$ cat config.mk
export PLATFORM = sky130hd
export DESIGN_NAME = rxhfa_top
export DESIGN_NICKNAME = d
export VERILOG_FILES = /design/src/design/rxhfa_pkg.sv /design/src/design/rxhfa_top.sv
export SDC_FILE = /design/constraint.sdc
export NUM_CORES = 1
export LEC_CHECK = 0
export ABC_AREA = 1
export BUFFER_PORTS_ARGS = -buffer_cell sky130_fd_sc_hd__clkbuf_2
export CAP_MARGIN = 10
export CORE_MARGIN = 1
export CORE_UTILIZATION = 50
export CTS_CLUSTER_DIAMETER = 200
export DETAILED_ROUTE_END_ITERATION = 10
export PLACE_DENSITY = 0.74
export SLEW_MARGIN = 20
export SYNTH_ARGS = -nofsm -noshare
export SYNTH_HDL_FRONTEND = slang
export SYNTH_SLANG_ARGS = --single-unit
$ cat constraint.sdc
create_clock -name clk_sys -period 4.2 [get_ports clk_sys]
set_clock_uncertainty 0.15 [all_clocks]
set_input_delay 0.42 -clock clk_sys [delete_from_list [all_inputs] [get_ports clk_sys]]
set_output_delay 0.42 -clock clk_sys [all_outputs]
set_load 0.02 [all_outputs]
$ cat src/design/rxhfa_pkg.sv
// constants for the receive highway frame alignment block
package rxhfa_pkg;
    // register indices as printed; byte address is four times the index
    localparam logic [15:0] RXHFA_IDX_BIT_CFG    = 16'h1800;
    localparam logic [15:0] RXHFA_IDX_SLOT_CFG   = 16'h1801;
    localparam logic [15:0] RXHFA_IDX_RATE_CFG   = 16'h1802;
    localparam logic [15:0] RXHFA_ADDR_BIT_CFG   = 16'h6000;
    localparam logic [15:0] RXHFA_ADDR_SLOT_CFG  = 16'h6004;
    localparam logic [15:0] RXHFA_ADDR_RATE_CFG  = 16'h6008;

    // field positions
    localparam int RXHFA_WHOLE_LSB = 4;
    localparam int RXHFA_FRAC_LSB  = 2;
    localparam int RXHFA_RESV_LSB  = 0;
    localparam int RXHFA_SLOT_LSB  = 0;
    localparam int RXHFA_LOOP_BIT  = 2;
    localparam int RXHFA_RATE_LSB  = 0;

    // reset values
    localparam logic [2:0] RXHFA_WHOLE_RST = 3'h0;
    localparam logic [1:0] RXHFA_FRAC_RST  = 2'h0;
    localparam logic [1:0] RXHFA_RESV_RST  = 2'h0;
    localparam logic [6:0] RXHFA_SLOT_RST  = 7'h00;
    localparam logic       RXHFA_LOOP_RST  = 1'b0;

    // lane rate codes
    localparam logic [1:0] RXHFA_RATE_2M   = 2'h0;
    localparam logic [1:0] RXHFA_RATE_4M   = 2'h1;
    localparam logic [1:0] RXHFA_RATE_8M   = 2'h2;
    localparam logic [1:0] RXHFA_RATE_IDLE = 2'h3;

    // largest slot index per rate
    localparam logic [6:0] RXHFA_SLOT_MAX_2M = 7'h1f;
    localparam logic [6:0] RXHFA_SLOT_MAX_4M = 7'h3f;
    localparam logic [6:0] RXHFA_SLOT_MAX_8M = 7'h7f;

    // timing: quarter steps per bit, bits per slot
    localparam logic [1:0] RXHFA_LAST_QUARTER = 2'h3;
    localparam logic [2:0] RXHFA_LAST_BIT     = 3'h7;
    localparam logic [12:0] RXHFA_QCNT_MAX    = 13'h1fff;

    // decoded register select
    localparam logic [1:0] RXHFA_SEL_NONE = 2'h0;
    localparam logic [1:0] RXHFA_SEL_BIT  = 2'h1;
    localparam logic [1:0] RXHFA_SEL_SLOT = 2'h2;
    localparam logic [1:0] RXHFA_SEL_RATE = 2'h3;

    typedef enum logic [2:0]
    {
        RXHFA_ST_IDLE  = 3'b001,
        RXHFA_ST_ARMED = 3'b010,
        RXHFA_ST_RUN   = 3'b100
    } rxhfa_state_e;
endpackage : rxhfa_pkg

$ cat src/design/rxhfa_top.sv
// receive highway frame alignment with apb configuration registers
////////////////////////////////////////////////////////////////////////////////
// Summary of operation
// delay frame start by slot offset
// slot offset range follows lane rate
// software writes zero slot offset if unused
// each slot is eight bit periods
// bit period scaled per lane rate
// slot, bit, quarter offsets summed
// reserved bits read back zero; the resv bits 1:0 of the bit register are stored and read back as written
// loopback selects transmit output over pin
// software sets loopback offset half bit later
// rate code selects 2, 4, 8 or idle
// whole bit shift zero to seven
// quarter bit shift zero to three quarters
// offsets counted in quarters from frame sync
module rxhfa_top
    import rxhfa_pkg::*;
(
    input  wire logic        clk_sys,
    input  wire logic        rst_b,
    input  wire logic        psel,
    input  wire logic        penable,
    input  wire logic        pwrite,
    input  wire logic [15:0] paddr,
    input  wire logic [31:0] pwdata,
    output logic             pready,
    output logic [31:0]      prdata,
    output logic             pslverr,
    input  wire logic        frame_sync,
    input  wire logic        quarter_step,
    input  wire logic        rxd_pin,
    input  wire logic        tx_loop_in,
    output logic             rx_data,
    output logic             rx_strobe,
    output logic             rx_frame0,
    output logic [6:0]       rx_slot,
    output logic [2:0]       rx_bitpos,
    output logic             rx_enabled
);

    typedef struct packed {
        logic [2:0]   whole_bit_shift;
        logic [1:0]   quarter_bit_shift;
        logic [1:0]   resv;
        logic [6:0]   slot_shift_field;
        logic         tx_to_rx_loopback;
        logic [1:0]   lane_rate_code;
        logic         pready;
        logic [31:0]  prdata;
        logic         pslverr;
        logic [1:0]   pre;
        logic [12:0]  qcnt;
        rxhfa_state_e st;
        logic [1:0]   phase;
        logic [2:0]   bitn;
        logic [6:0]   slotn;
        logic         rx_data;
        logic         rx_strobe;
        logic         rx_frame0;
        logic         rx_enabled;
    } rxhfa_state_s;

    rxhfa_state_s r;
    rxhfa_state_s next_r;

    ////////////////////////////////////////////////////////////////////////////
    // decoders used by the bus and by the aligner
    function automatic logic [1:0] rxhfa_decode(input logic [15:0] a);
        logic [1:0] s;
        s = RXHFA_SEL_NONE;
        if (a == RXHFA_ADDR_BIT_CFG)
            s = RXHFA_SEL_BIT;
        else if (a == RXHFA_ADDR_SLOT_CFG)
            s = RXHFA_SEL_SLOT;
        else if (a == RXHFA_ADDR_RATE_CFG)
            s = RXHFA_SEL_RATE;
        return s;
    endfunction : rxhfa_decode

    // largest slot index for a rate; idle keeps the widest mask
    function automatic logic [6:0] rxhfa_slot_max(input logic [1:0] rate);
        logic [6:0] m;
        m = RXHFA_SLOT_MAX_8M;
        if (rate == RXHFA_RATE_2M)
            m = RXHFA_SLOT_MAX_2M;
        else if (rate == RXHFA_RATE_4M)
            m = RXHFA_SLOT_MAX_4M;
        return m;
    endfunction : rxhfa_slot_max

    // quarter steps of the fastest rate per quarter of this lane, minus one
    function automatic logic [1:0] rxhfa_div_mask(input logic [1:0] rate);
        logic [1:0] m;
        m = 2'h0;
        if (rate == RXHFA_RATE_2M)
            m = 2'h3;
        else if (rate == RXHFA_RATE_4M)
            m = 2'h1;
        return m;
    endfunction : rxhfa_div_mask

    ////////////////////////////////////////////////////////////////////////////
    // combinational helpers
    logic [1:0]  bus_sel;
    logic        setup_ph;
    logic        wr_take;
    logic [6:0]  slot_m;
    logic [12:0] total_off;
    logic [1:0]  eff_pre;
    logic [12:0] eff_q;
    logic        eff_arm;
    logic        lane_tick;
    logic        align_hit;
    logic        sample_now;
    logic        in_bit;

    assign bus_sel  = rxhfa_decode(paddr);
    assign setup_ph = psel && !penable;
    assign wr_take  = psel && penable && r.pready && pwrite;
    // out-of-range slot offsets wrap inside the frame of the current rate
    assign slot_m   = r.slot_shift_field & rxhfa_slot_max(r.lane_rate_code);
    // quarter-bit position of slot 0 bit 0 after frame sync
    assign total_off = 13'({slot_m, 5'h00})
                     + 13'({r.whole_bit_shift, 2'h0})
                     + 13'(r.quarter_bit_shift);
    // frame sync restarts the quarter count in the same cycle
    assign eff_pre  = frame_sync ? 2'h0 : r.pre;
    assign eff_q    = frame_sync ? 13'h0000 : r.qcnt;
    assign eff_arm  = frame_sync || (r.st == RXHFA_ST_ARMED);
    // a lane quarter lasts 4, 2 or 1 fast quarter steps
    assign lane_tick = quarter_step && (eff_pre == 2'h0)
                     && (r.lane_rate_code != RXHFA_RATE_IDLE);
    assign align_hit  = lane_tick && eff_arm && (eff_q == total_off);
    assign sample_now = align_hit
                     || (lane_tick && (r.st == RXHFA_ST_RUN) && (r.phase == 2'h0));
    assign in_bit = r.tx_to_rx_loopback ? tx_loop_in : rxd_pin;

    ////////////////////////////////////////////////////////////////////////////
    // next state
    always_comb
    begin
        next_r           = r;
        next_r.rx_strobe = 1'b0;
        next_r.rx_frame0 = 1'b0;
        next_r.rx_enabled = (r.lane_rate_code != RXHFA_RATE_IDLE);
        // apb: answer one cycle after setup, data loaded with pready
        next_r.pready  = setup_ph;
        next_r.pslverr = setup_ph && (bus_sel == RXHFA_SEL_NONE);
        next_r.prdata  = 32'h0000_0000;
        if (setup_ph && !pwrite)
        begin
            unique case (bus_sel)
                RXHFA_SEL_BIT:  next_r.prdata = {24'h000000, 1'b0,
                                    r.whole_bit_shift, r.quarter_bit_shift, r.resv};
                RXHFA_SEL_SLOT: next_r.prdata = {24'h000000, 1'b0,
                                    r.slot_shift_field};
                RXHFA_SEL_RATE: next_r.prdata = {29'h00000000,
                                    r.tx_to_rx_loopback, r.lane_rate_code};
                RXHFA_SEL_NONE: next_r.prdata = 32'h0000_0000;
            endcase
        end
        if (wr_take)
        begin
            unique case (bus_sel)
                RXHFA_SEL_BIT:
                begin
                    next_r.whole_bit_shift   = pwdata[RXHFA_WHOLE_LSB +: 3];
                    next_r.quarter_bit_shift = pwdata[RXHFA_FRAC_LSB +: 2];
                    next_r.resv              = pwdata[RXHFA_RESV_LSB +: 2];
                end
                RXHFA_SEL_SLOT: next_r.slot_shift_field = pwdata[RXHFA_SLOT_LSB +: 7];
                RXHFA_SEL_RATE:
                begin
                    next_r.tx_to_rx_loopback = pwdata[RXHFA_LOOP_BIT];
                    next_r.lane_rate_code    = pwdata[RXHFA_RATE_LSB +: 2];
                end
                RXHFA_SEL_NONE: next_r.pslverr = 1'b0;                   // error shown once
            endcase
        end
        // prescaler of fast quarter steps down to lane quarters
        if (frame_sync)
        begin
            next_r.pre  = 2'h0;
            next_r.qcnt = 13'h0000;
            if (r.st != RXHFA_ST_RUN)
                next_r.st = RXHFA_ST_ARMED;
        end
        if (quarter_step)
            next_r.pre = (eff_pre + 2'h1) & rxhfa_div_mask(r.lane_rate_code);
        // saturate so a missing sync cannot fake a late alignment
        if (lane_tick && (eff_q != RXHFA_QCNT_MAX))
            next_r.qcnt = eff_q + 13'h0001;
        // stays armed across sync until the offset is reached
        if (frame_sync && (r.st == RXHFA_ST_RUN))
            next_r.st = RXHFA_ST_ARMED;
        if (align_hit)
        begin
            next_r.st        = RXHFA_ST_RUN;
            next_r.phase     = 2'h1;
            next_r.bitn      = 3'h0;
            next_r.slotn     = 7'h00;
            next_r.rx_frame0 = 1'b1;
        end
        else if (lane_tick && (r.st == RXHFA_ST_RUN))
        begin
            next_r.phase = (r.phase == RXHFA_LAST_QUARTER) ? 2'h0 : r.phase + 2'h1;
            if (r.phase == 2'h0)
            begin
                // eight bits make a slot, slots wrap at the rate's frame
                next_r.bitn = r.bitn + 3'h1;
                if (r.bitn == RXHFA_LAST_BIT)
                    next_r.slotn = (r.slotn == rxhfa_slot_max(r.lane_rate_code))
                                 ? 7'h00 : r.slotn + 7'h01;
            end
        end
        if (sample_now)
        begin
            next_r.rx_strobe = 1'b1;
            next_r.rx_data   = in_bit;
        end
        // idle lane drops out of alignment and reports nothing
        if (r.lane_rate_code == RXHFA_RATE_IDLE)
            next_r.st = RXHFA_ST_IDLE;
    end

    ////////////////////////////////////////////////////////////////////////////
    // state register
    always_ff @(posedge clk_sys or negedge rst_b)
    begin
        if (!rst_b)
        begin
            r                   <= '0;
            r.whole_bit_shift   <= RXHFA_WHOLE_RST;
            r.quarter_bit_shift <= RXHFA_FRAC_RST;
            r.resv              <= RXHFA_RESV_RST;
            r.slot_shift_field  <= RXHFA_SLOT_RST;
            r.tx_to_rx_loopback <= RXHFA_LOOP_RST;
            r.lane_rate_code    <= RXHFA_RATE_2M;
            r.st                <= RXHFA_ST_IDLE;
        end
        else
        begin
            r <= next_r;
        end
    end

    // outputs straight from the state register
    assign pready     = r.pready;
    assign prdata     = r.prdata;
    assign pslverr    = r.pslverr;
    assign rx_data    = r.rx_data;
    assign rx_strobe  = r.rx_strobe;
    assign rx_frame0  = r.rx_frame0;
    assign rx_slot    = r.slotn;
    assign rx_bitpos  = r.bitn;
    assign rx_enabled = r.rx_enabled;

    logic rd_rate;
    logic rd_slot;
    logic [2:0] last_bit;
    assign rd_rate = setup_ph && !pwrite && (bus_sel == RXHFA_SEL_RATE);
    assign rd_slot = setup_ph && !pwrite && (bus_sel == RXHFA_SEL_SLOT);
    always_ff @(posedge clk_sys or negedge rst_b)
    begin
        if (!rst_b)
            last_bit <= 3'h0;
        else if (r.rx_strobe)
            last_bit <= r.bitn;
    end

    // fast steps since the last lane tick; a rate write or bare sync voids the count
    logic [2:0]  step_gap;
    logic [1:0]  gap_rate;
    logic [12:0] want_off;
    assign want_off = {1'b0, slot_m, r.whole_bit_shift, r.quarter_bit_shift};
    always_ff @(posedge clk_sys or negedge rst_b)
    begin
        if (!rst_b)
        begin
            step_gap <= 3'h0;
            gap_rate <= RXHFA_RATE_IDLE;
        end
        else
        begin
            if (lane_tick || frame_sync)
                step_gap <= 3'h0;
            else if (quarter_step && (step_gap != 3'h7))
                step_gap <= step_gap + 3'h1;
            if (wr_take && (bus_sel == RXHFA_SEL_RATE))
                gap_rate <= RXHFA_RATE_IDLE;
            else if (lane_tick || frame_sync)
                gap_rate <= lane_tick ? r.lane_rate_code : RXHFA_RATE_IDLE;
        end
    end
endmodule : rxhfa_top

==> Yosys cells after proc, flatten, opt, wreduce, memory -nomap -nowiden <==
Cells that the tools add are included.
{ "classes": {"bitwise_logic": 2, "mux": 34, "n_addsub": 7, "n_eq_ne": 17, "n_reduce_logical": 35} }
{ "op_table": {"columns": ["op", "n"], "rows": [
  ["$pmux 32 s4", 1],
  ["$mux 7", 8],
  ["$eq 16x15->1 const B", 3],
  ["$mux 32", 1],
  ["$mux 13", 2],
  ["$mux 12", 2],
  ["$mux 18", 1],
  ["$mux 2", 8],
  ["$logic_and 1x1->1", 14],
  ["$add 12x5->13", 1],
  ["$add 13x1->13 const B", 1],
  ["$add 13x2->13", 1],
  ["$eq 13x13->1", 1],
  ["$ne 13x13->1 const B", 1],
  ["$mux 3", 4],
  ["$mux 10", 1],
  ["$reduce_and 2->1", 5],
  ["$reduce_bool 2->1", 5],
  ["$eq 2x2->1 const B", 4],
  ["$logic_not 2->1", 4],
  ["$reduce_bool 4->1", 2],
  ["$add 7x1->7 const B", 1],
  ["$and 7x7->7", 1],
  ["$eq 7x7->1", 1],
  ["12 further kinds", 22]
]} }
{ "word_totals": {"in_bits": 57, "word_cells": 114, "regBits": 85, "output_inout_bits": 48} }

==> Logic depth before layout (Yosys ltp) <==
Gate-level depths: netlist of the first run.
{ "depth": {"depth_word": 15, "depth_mapped": 15, "mapped_depth_nobuf": 13} }

==> Least setup slack after synthesis of the first run <==
Ideal clock, no wire load.
{ "synth_path": {"kind": "in2reg", "from": "input frame_sync", "to": "register r[18] in the netlist's numbering", "slack_ns": 2.003, "arrival_ns": 1.929, "setup_ns": 0.118, "required_ns": 3.932, "cell_stages": 15, "path_buffers": 3, "cell_sequence": "inv_2 buf_6 clkbuf_1 nand2_1 ha_1 nand2_1 nor2_1 nand2_1 nor2_1 nand2_1 nor2_1 nand2_2 buf_6 nand4_1 nand2_1"} }
{ "synth_via": {"elab_chain_len": 8, "elab_cells_between_ends": 16, "classes_between": "eq/ne: 1; mux: 5; reduce/logical: 10"} }
{ "synth_lines": {"columns": ["element", "line_no", "rtl"], "rows": [
  ["from (decl)", "rxhfa_top.sv:30", "input wire logic frame_sync,"],
  ["$mux 2", "rxhfa_top.sv:128", "assign eff_pre = frame_sync ? 2'h0 : r.pre;"],
  ["$logic_not 2->1", "rxhfa_top.sv:132", "assign lane_tick = quarter_step && (eff_pre == 2'h0)"],
  ["$logic_and 1x1->1", "rxhfa_top.sv:132", null],
  ["$logic_and 1x1->1", "rxhfa_top.sv:133", "&& (r.lane_rate_code != RXHFA_RATE_IDLE);"],
  ["$logic_and 1x1->1 (2 in series)", "rxhfa_top.sv:134", "assign align_hit = lane_tick && eff_arm && (eff_q == total_off);"],
  ["$reduce_bool 4->1 (no line) / $mux 3 (equally long branches)", null, null],
  ["$reduce_and 2->1 (no line) / $mux 3 (equally long branches)", null, null],
  ["to (signal assigned)", "rxhfa_top.sv:244", "r <= next_r;"],
  ["to (decl)", "rxhfa_top.sv:64", "rxhfa_state_s r;"]
]} }
Several ways; a longest one is shown, not always the timed one.
A chain may end at the register's enable or synchronous reset.

==> Final worst setup path of the first run <==
{ "layout_path": {"from": "input frame_sync", "to": "register r[24] in the netlist's numbering"} }
{ "layout_via": {"elab_chain_len": 6, "elab_cells_between_ends": 10, "classes_between": "add/sub: 1; eq/ne: 1; mux: 3; reduce/logical: 5"} }
{ "layout_lines": {"columns": ["element"], "rows": [
  ["parallel branches: the longest is 6 deep, another holds $add 13x1->13"]
]} }
Several ways; the timed one is not identified.

==> results.md, run 1 <==
- The number of setup buffers added after CTS is 0.
- The die outline width is 89.2 um.
- The utilization after layout is 56.7%.
- The library cell contributing the largest single delay on the critical path is inv_2.
- In this run the remaining antenna-violating nets after routing total 0.
- Counting flops with a built-in enable in the synthesized netlist gives 0.
- The reg-to-reg startpoint is r[20].
- The first-pass iteration count of the detailed router is 5.
- The floorplan has 31 rows.
- The initial antenna violation count is 0.
- The first global-routing pass estimated 12.9 mm of wire.
- The clock tree synthesis step divided the H-tree into 3 levels.
- For this run, the slowest stage of the critical path takes 500 ps.
- The initial utilization of the core area, before any placement, comes to 52.1%.
- The via count of the first global-routing pass is 2860.
- The global-route congestion overflow total is 0.
- The worst setup slack for register-to-register paths is 2080 ps.
- The total of warnings raised by yosys is 0.
- The required time reported for the critical path endpoint is 4290 ps.
- Summing every instance area after synthesis gives 3800 um2.
- 0 antenna diodes ended up in the layout.
- The clock period could shrink to 2550 ps.
- The HPWL after detailed placement is 5.88 mm.
- The flow ran to the end, and the final reports show no timing, DRC or antenna violations.
- The number of different library cells used by synthesis comes to 34.
- The worst slew slack as a fraction of its limit is 41.7%.
- The global-route total usage across every layer is 21.4%.
- After synthesis, the largest area contributor takes up 38.9% of total cell area.
- In this run the mean area of a mapped cell was 7.58 um2.
- The critical path endpoint category is a flip-flop.
- In the post-synthesis netlist, the biggest area contributors are dfrtp_1, nand2_1, buf_4, inv_1, nand3_1.
- The dominant register cell in the synthesized netlist is dfrtp_1.
- The worst register-to-register path ends at r[24].
- For this run, design rule violations remaining after detail routing come to 0.
- The sequential cells in the finished layout cover a total of 1500 um2.
- The area taken by multi-input logic gates is 1780 um2.
- The power density normalized to cell area is 299 nW/um2.
- Dividing the detail-routed wire length by the instance count gives 12.0 um.
- The critical path start-end classification is input port to flip-flop.
- The count of pins over their slew limit is 0.
- The setup violation total in the final timing report is 0.
- The critical path goes through clkbuf_2 -> inv_2 -> nand2_2 -> inv_1 -> ha_1 -> nand3_1 -> nor2_4 -> nand3_2 -> nand2_4 -> inv_2 -> nand3_1 -> nand2_1.
- The layout cell share with drive strength beyond 1 is 19.7%.
- After synthesis, the share of flip-flops with an asynchronous set or reset is 100%.
- The quantity of I/O buffers inserted on ports is 54.
- The via count normalized by instance count is 5.01.
- In this run the static leakage power is 0.00218 uW.
- The floorplan step defined a die boundary enclosing 7950 um2.
- The final wirelength is 7.74 mm.
- At the pin with the least slew margin, the transition time is 874 ps.
- The highest ir drop seen on vdd is 0.172 mV.
- In this run, synthesis produced a sequential element count of 60.
- For this block, the initial DRC count from the detailed router was 213.
- The worst reg-to-reg path cell count is 10.
- After clock tree synthesis, the repair step resized 0 gates.
- Setup total negative slack on the finished layout was measured at 0 ps.
- The part of the cycle the worst path needs is 60.7%.
- The post-synthesis sequential area ratio is 39.6%.
- The maximum clock insertion buffer count is 2.
- The number of nets in the final layout is 606.
- The signal arrival time at the worst endpoint is 2630 ps.
- The cell with the most instances after synthesis is nand2_1.
- Of all cell types, the one taking the most synthesized area is dfrtp_1.
- Clock tree synthesis inserted a total of 9 buffers.
- Entering global routing, the biggest net connects 41 pins.
- The largest driver fanout on the critical path is 30.
- After filler insertion, the fill cell instance count of the layout stands at 715.
- CTS placed an instance of clkbuf_8 at the clock tree root.
- The commonest cells after synthesis are nand2_1, dfrtp_1, inv_1.
- Setup repair after global routing left no endpoint under its margin.
- The worst-skew pair later-pin latency is 350 ps.
- The type of element launching the critical path is an input port.
- Static timing analysis puts the maximum clock frequency at 0.393 GHz.
- Max-cap violations in this run came to 0.
- The clock transition time at the flip-flop clock pins of the worst setup and hold paths is 70 ps.
- From bottom edge to top edge, the die measures 89.2 um.
- TritonCTS built the clock tree.
- The synthesized netlist cell count is 501.
- The number of hold buffers added after CTS was 0.
- For this design, the sink count on the clock tree is 60.
- The final route contains 3236 vias.
- The region available for standard cell placement spans 7290 um2.
- Relative to the synthesized area, the layout overhead comes to 8.90%.
- The final hold violation count came to 0.
- The top-level I/O count is 105.
- The min-delay analysis places its worst path in the category input port to async pin.
- The congestion estimate from routability-driven global placement came to 0.861.
## state kept, by name, indices dropped and copies added (netlist names)
register	cells
r	37
prdata	7
rx_slot	7
rx_bitpos	3
pready	1
pslverr	1
rx_data	1
rx_enabled	1
rx_frame0	1
rx_strobe	1
## metal layers
layer  up-vias  global-route usage, %  wire length [um]
met5         -                      0                 0
met4         0                   6.78                90
met3        13                   5.36               355
met2        85                   35.8              3810
met1      1511                   27.2              3480
li1       1627                      -                 -
## how the worst max path moves through the flow
| stage | startpoint | end | slack [ps] | cells after the start |
|---|---|---|---|---|
| CTS | frame_sync | r[24] | 1680 | 12 |
| finish | frame_sync | r[24] | 1650 | 12 |
| global route | frame_sync | r[24] | 1500 | 12 |
| floorplan | frame_sync | r[18] | 2000 | 15 |
| global placement | frame_sync | r[24] | 1390 | 12 |
| detailed placement | frame_sync | r[24] | 1330 | 12 |
## where the power goes
part	internal (uW)	switching, uW	leakage (uW)	total, uW
combinational	17.7	55.5	0.00127	73.2
clock	338	248	0.000110	585
sequential	579	0.398	0.000802	579
## stage by stage
stage / setup WS (ps) / hold WS, ps / cell area (um2) / total power (uW) / instances
2_1_floorplan: 2000 / -25.6 / 3890 / 651 / 525
3_3_place_gp: 1390 / 335 / 3910 / 663 / 630
3_5_place_dp: 1330 / 339 / 3910 / 664 / 630
4_1_cts: 1680 / 96.7 / 4140 / 1250 / 646
5_1_grt: 1500 / 114 / 4140 / 1290 / 646
6_report: 1650 / 35.0 / 4140 / 1240 / 646
## cells by family after synthesis
family | count (synthesis) | share of synthesized area, %
AOI/OAI and AO/OA | 51 | 7.35
xor gates and xnor gates | 9 | 2.08
adders and majority gates | 7 | 2.31
buffers and inverters | 108 | 15.9
DFF | 60 | 39.6
muxes | 1 | 0.264
other | 1 | 0.0988
and+or+nand+nor | 264 | 32.4
## layout make-up
cell class                      instances  share of cell area [%]
Multi-Input combinational cell        357                    43.0
Sequential cell                        60                    36.3
Timing Repair Buffer                   57                    7.08
Inverter                               57                    5.17
Clock buffer                            9                    3.00
Tap cell                               99                    3.00
Clock inverter                          7                    2.39
## critical path: cells and delay by family
kind          cells  cell delay [ps]
fa+ha+maj         1              200
buf+inv           4              930
simple gates      7             1070
## cell usage in the layout, fill, tap and decap left out, types with 5 or more instances in the layout
cell type,n
o21ai_0,9
clkbuf_2,53
ha_1,7
o21ai_1,21
nor2_1,37
a21oi_1,13
nor3_1,7
inv_1,50
conb_1,25
nand4_1,20
dfrtp_1,59
clkbuf_8,9
nand3_1,32
nand2_2,12
inv_2,7
nand2_1,134
xor2_1,6
nand3b_1,5
(Power assumes the default switching activity.)
==> inputs of run 2 (changes only) <==
- clock period: 4.2 -> 2.5 ns (I/O delays scaled with it)
==> results.md, run 2 (same netlist as run 1, synthesis figures left out) <==
- The flow ran to the end, and the final reports show no timing, DRC or antenna violations.
- 105 I/O pins were placed.
- The library cell appearing most often on the critical path is nand3_1.
- The critical path endpoint category is a flip-flop.
- The worst-skew pair later-pin latency is 340 ps.
- The post-place setup slack is 322 ps.
- For the worst flop-to-flop path, the logic depth is 10.
- The count of maximum capacitance violations is 0.
- The worst pin sits at a relative slew slack of 60.1%.
- In the layout the commonest cells are nand2_1, dfrtp_1, clkbuf_2, inv_1, nor2_1.
- Across the VDD grid, the largest voltage drop is 0.305 mV.
- The largest driver fanout on the critical path is 12.
- The via count is 3281.
- The number of inserted filler cells in the final layout is 700.
- The initial core utilization is 52.1%.
- Summing all multi-input logic gate instances after layout gives 1780 um2.
- The static leakage is 0.00225 uW.
- The area occupied by registers is 1500 um2.
- The total stage count of the critical path is 10.
- The worst hold path belongs to the class input port to flip-flop.
- For this block, the routed nets add up to 8.15 mm of wire.
- The longest clock path from root to sink contains 2 buffers.
- In this run the number of H-tree levels came out at 3.
- The via count normalized by instance count is 4.96.
- The region available for standard cell placement spans 7290 um2.
- The tree is rooted in a clkbuf_8.
- Entering global routing, the biggest net connects 25 pins.
- During placement, the flow inserted port buffers numbering 54.
- The residual antenna-violating net count after detailed routing is 0.
- The final critical path time including I/O delays and setup is 2110 ps.
- STA puts the critical path data required time at 2570 ps.
- The largest single stage delay on the critical path is 390 ps.
- TritonCTS created 9 clock buffers.
- The setup TNS is 0 ps.
- Compared with the post-synthesis result, the final layout area differs by 12.1%.
- The power density normalized to cell area is 472 nW/um2.
- The signal arrival time at the worst endpoint is 2180 ps.
- For this run the aggregate overflow at the end of global routing stands at 0.
- The detailed router finished its first iteration with 200 violations.
- The library cell used most frequently in the layout, excluding fill and tap cells, is nand2_1.
- After detailed routing, the average wire length per cell comes to 12.3 um.
- The smallest setup slack after layout is 385 ps.
- The clock transition time at the flip-flop clock pins of the worst setup and hold paths is 70 ps.
- The number of antenna repair diodes is 0.
- The number of design rule violations left after detail routing is 0.
- On the critical path, the stage with the largest delay is an instance of dfrtp_1.
- The transition time of the tightest slew-check pin is 598 ps.
- After the last flow step, the layout net total stands at 622.
- The initial antenna violation count came to 0.
- Counting flops per register, the top entry is r.
- The tree built by TritonCTS fans out to 60 sinks.
- By startpoint and endpoint, the worst setup path is classified as flip-flop to flip-flop.
- Walking the worst path, the cells encountered are inv_1 -> nor2_1 -> ha_1 -> nand3_1 -> nor2_4 -> nand3_2 -> nand2_4 -> inv_2 -> nand3_1 -> nand2_1.
- Cells fill 58.4% of the core in the end.
- Static timing analysis puts the maximum clock frequency at 0.473 GHz.
- The count of pins over their slew limit is 0.
- The part of the cycle the worst path needs is 84.6%.
- The via count of the first global-routing pass is 2965.
- The kind of cell with the highest combined delay along the critical path is simple AND/OR/NAND/NOR gates.
- The weighted congestion reported at the end of routability-driven placement is 0.884.
- The height of the die is 89.2 um.
- The floorplan has 31 rows.
- The pre-antenna-repair detailed-routing pass consisted of 5 iterations.
- Detailed placement finished with a half-perimeter wire length of 6.29 mm.
- The CTS tree is built.
- The number of flip-flops in the largest register is 37.
- Along the worst hold path, the cell count comes to 3.
- The post-route netlist has 20.4% of its cells at a drive strength greater than 1.
- The number of buffers and inverters on the critical path is 2.
- Global routing used 22.0% of the available tracks.
- The setup violation total in the final timing report is 0.
- Setup repair after global routing left no endpoint under its margin.
- The final hold violation count was 0.
- In this run the horizontal extent of the chip is 89.2 um.
- The global-route wire length before repair is 13.1 mm.
- The type of element launching the critical path is a flip-flop.
- The worst hold slack across all endpoints is 22.6 ps.
- The area of the die is 7950 um2.
==> run 2: cell count changes in the layout (fill, tap and decap cells not counted), sizes merged <==
cell,change
buf,+7
inv,-2
dlygate4sd3,+8
bufinv,-1
clkbuf,+4
==> run 2: worst paths after layout <==
| kind | end | start | slack (ps) |
|---|---|---|---|
| hold / removal | r[68] | pwdata[0] | 20 |
| max in group asynchronous | r[24] | rst_b | 1180 |
| setup reg to reg | r[24] | r[20] | 390 |
| setup / recovery | r[24] | r[20] | 390 |
| min in group asynchronous | rx_slot[2] | rst_b | 290 |
| hold reg to reg | r[16] | r[16] | 360 |
==> run 2: tightest hold or removal path, stage by stage <==
cell	delay (ps)
clkbuf_2	90
nand2_1	60
o21ai_0	70
==> run 2: area by class of cell <==
cell class	count	area share (%)
flip-flops and latches	60	35.3
clock buffers	12	3.65
well taps	99	2.91
multi-input cells	357	41.8
repair buffers	73	10.2
clock inverters	4	1.12
inverters	57	5.03
==> run 2: through the flow <==
stage | area, um2 | instances | power, uW
after detailed placement | 3970 | 638 | 1120
after floorplan | 3890 | 525 | 1090
after CTS | 4260 | 662 | 2030
final | 4260 | 662 | 2010
after global placement | 3970 | 638 | 1120
after global routing | 4260 | 662 | 2080
==> run 2: where the power goes <==
part	internal (uW)	switching, uW
Combinational	42.3	97.2
Sequential	972	0.795
Clock	512	385
Total	1530	483
==> run 2: what timing repair did <==
action / 4_1_cts / 5_1_grt
endpoints found under the hold margin: 32 / 0
hold buffers: 8 / 0
setup buffers: 0 / 0
resized for setup: 0 / 0
==> run 2: routing by layer <==
metal / vias to the layer above / routed length [um] / global-route usage [%]
li1: 1655 / - / -
met4: 0 / 141 / 9.38
met3: 14 / 456 / 5.63
met2: 111 / 3990 / 37.0
met1: 1501 / 3560 / 26.9
met5: - / 0 / 0
==> inputs of run 3 (changes only) <==
- clock period: 2.5 -> 2.1 ns (I/O delays scaled with it)
==> results.md, run 3 (same netlist as run 1, synthesis figures left out) <==
- The required time reported for the critical path endpoint is 2190 ps.
- Detailed routing inserted a total of 3335 vias.
- The core area is 7290 um2.
- The run finished with clean final reports.
- The register with the most flip-flops in the layout has 37 of them.
- The layout has 695 filler cells.
- The number of setup buffers added after CTS is 0.
- For the worst flop-to-flop path, the logic depth is 10.
- The global-route total usage across every layer is 22.6%.
- Dividing the detail-routed wire length by the instance count gives 12.4 um.
- The detailed router finished its first iteration with 173 violations.
- The number of antenna repair diodes is 0.
- Setup violations remaining at the end of the flow were counted as 0.
- In this run the power density over the cells is 549 nW/um2.
- The area growth from synthesis to layout is 15.2%.
- The via count normalized by instance count is 4.96.
- The critical path start-end classification is flip-flop to flip-flop.
- The post-place setup slack is -10.0 ps.
- The first global-routing pass estimated 13.5 mm of wire.
- The final critical path time including I/O delays and setup is 1960 ps.
- For this run, the post-layout net count is 633.
- The clock reaches the later pin of the worst-skew pair after 350 ps.
- No sink is reached through more buffers than the 2 on the longest clock path.
- The maximum number of pins on one net before global-route repair is 61.
- Routability-driven placement finished with a final weighted congestion of 0.859.
- Global routing consumed, on the met2 layer, 37.5% of the routing resources.
- The setup TNS is 0 ps.
- The number of standard-cell rows in the floorplan is 31.
- The largest driver fanout on the critical path is 11.
- The part of the cycle the worst path needs is 93.4%.
- The top-level I/O count is 105.
- The area taken by multi-input logic gates is 1790 um2.
- The residual antenna-violating net count after detailed routing is 0.
- The via count of the first global-routing pass is 2985.
- The area occupied by registers is 1500 um2.
- The number of buffers created by CTS is 9.
- The most frequent standard cell in the layout excluding fill and tap cells is nand2_1.
- During placement, the flow inserted port buffers numbering 54.
- The die is 89.2 um tall.
- Global routing used 6.09% of the available met3 tracks.
- The type of element launching the critical path is a flip-flop.
- The area of the die is 7950 um2.
- The clock drives 60 sinks.
- In the layout the commonest cells are nand2_1, dfrtp_1, clkbuf_2, inv_1, nor2_1.
- The top register by number of flip-flops is r.
- The initial antenna violation count is 0.
- The CTS tree is built.
- The clock transition time at the flip-flop clock pins of the worst setup and hold paths is 70 ps.
- The first detailed-routing pass ran for 4 iterations.
- The global-route congestion overflow total is 0.
- The critical path endpoint category is a flip-flop.
- Overall power consumption after layout is estimated at 2400 uW.
- The cell sitting at the root of the clock tree is a clkbuf_8.
- Of the cells placed in the final design, the portion with a size suffix greater than 1 is 22.0%.
- The signal arrival time at the worst endpoint is 2050 ps.
- Setup repair after global routing left no endpoint under its margin.
- The HPWL reported at the end of detailed placement is 6.25 mm.
- The count of maximum capacitance violations is 0.
- The peak-usage layer in the global routing report is met2.
- The smallest setup slack after layout is 138 ps.
- The met1 track demand over resource in global routing is 28.0%.
- The clock tree synthesis step divided the H-tree into 3 levels.
- From left edge to right edge, the die measures 89.2 um.
- The count of pins over their slew limit was 0.
- The final hold violation count came to 0.
- The static leakage is 0.00231 uW.
- The number of design rule violations left after detail routing is 0.
- IR analysis of the VDD net gives a maximum drop of 0.336 mV.
- Counting instances, the worst hold path has a depth of 5.
- For this block, the routed nets add up to 8.33 mm of wire.
- The initial utilization of the core area, before any placement, comes to 52.1%.
- The worst min-delay path category is input port to flip-flop.
- Derived from the worst setup path, the maximum achievable clock frequency is 0.510 GHz.
## run 3: layout make-up
type	instances	area share, %
multi-input cells	357	41.0
flip-flops and latches	60	34.4
repair buffers	84	12.2
inverters	57	4.89
clock buffers	12	3.55
well taps	99	2.83
clock inverters	4	1.09
## run 3: where the power goes
| group | total, uW | internal, uW | switching [uW] | leakage [uW] |
|---|---|---|---|---|
| Sequential | 1160 | 1160 | 0.856 | 0.000802 |
| Combinational | 173 | 55.0 | 118 | 0.00140 |
| Clock | 1070 | 609 | 461 | 0.000102 |
## run 3: worst paths after layout
kind                       start          to  slack, ps
max in group asynchronous  rst_b       r[16]       1240
hold reg to reg            r[16]       r[16]        350
setup reg to reg           r[20]       r[22]        140
min in group asynchronous  rst_b  rx_slot[2]        250
hold / removal              psel     pslverr         60
setup / recovery           r[20]       r[22]        140
## run 3: critical path, cell delays in order (launching register included)
cell and delay, ps:
dfrtp_1 390, inv_1 60, nor2_2 150, ha_2 240, nand3_2 160, nor2_4 160
nand3_2 110, nand2_4 160, inv_2 120, nand3_1 90, nand2_1 50
## run 3: routing by layer
metal	share of wire (%)	wire length (um)	up-vias
met5	0	0	-
met4	2.6	218	0
met3	4.8	403	26
met2	49	4080	107
met1	44	3630	1527
li1	-	-	1675
## run 3: per-stage QoR
step | hold WS, ps | util (%) | instances | instance area [um2]
floorplan | -236 | - | 525 | 3890
global placement | 91.7 | 55.5 | 646 | 4050
detailed placement | 97.7 | 55.5 | 646 | 4050
CTS | 46.0 | 59.8 | 673 | 4360
global route | 90.9 | 60.0 | 673 | 4370
finish | 59.8 | 60.0 | 673 | 4370
## run 3: repair_timing
item / CTS / global route
endpoints found under the hold margin: 79 / 0
endpoints found under the setup margin: 0 / 12
gates resized for setup: 0 / 4
hold buffers: 11 / 0
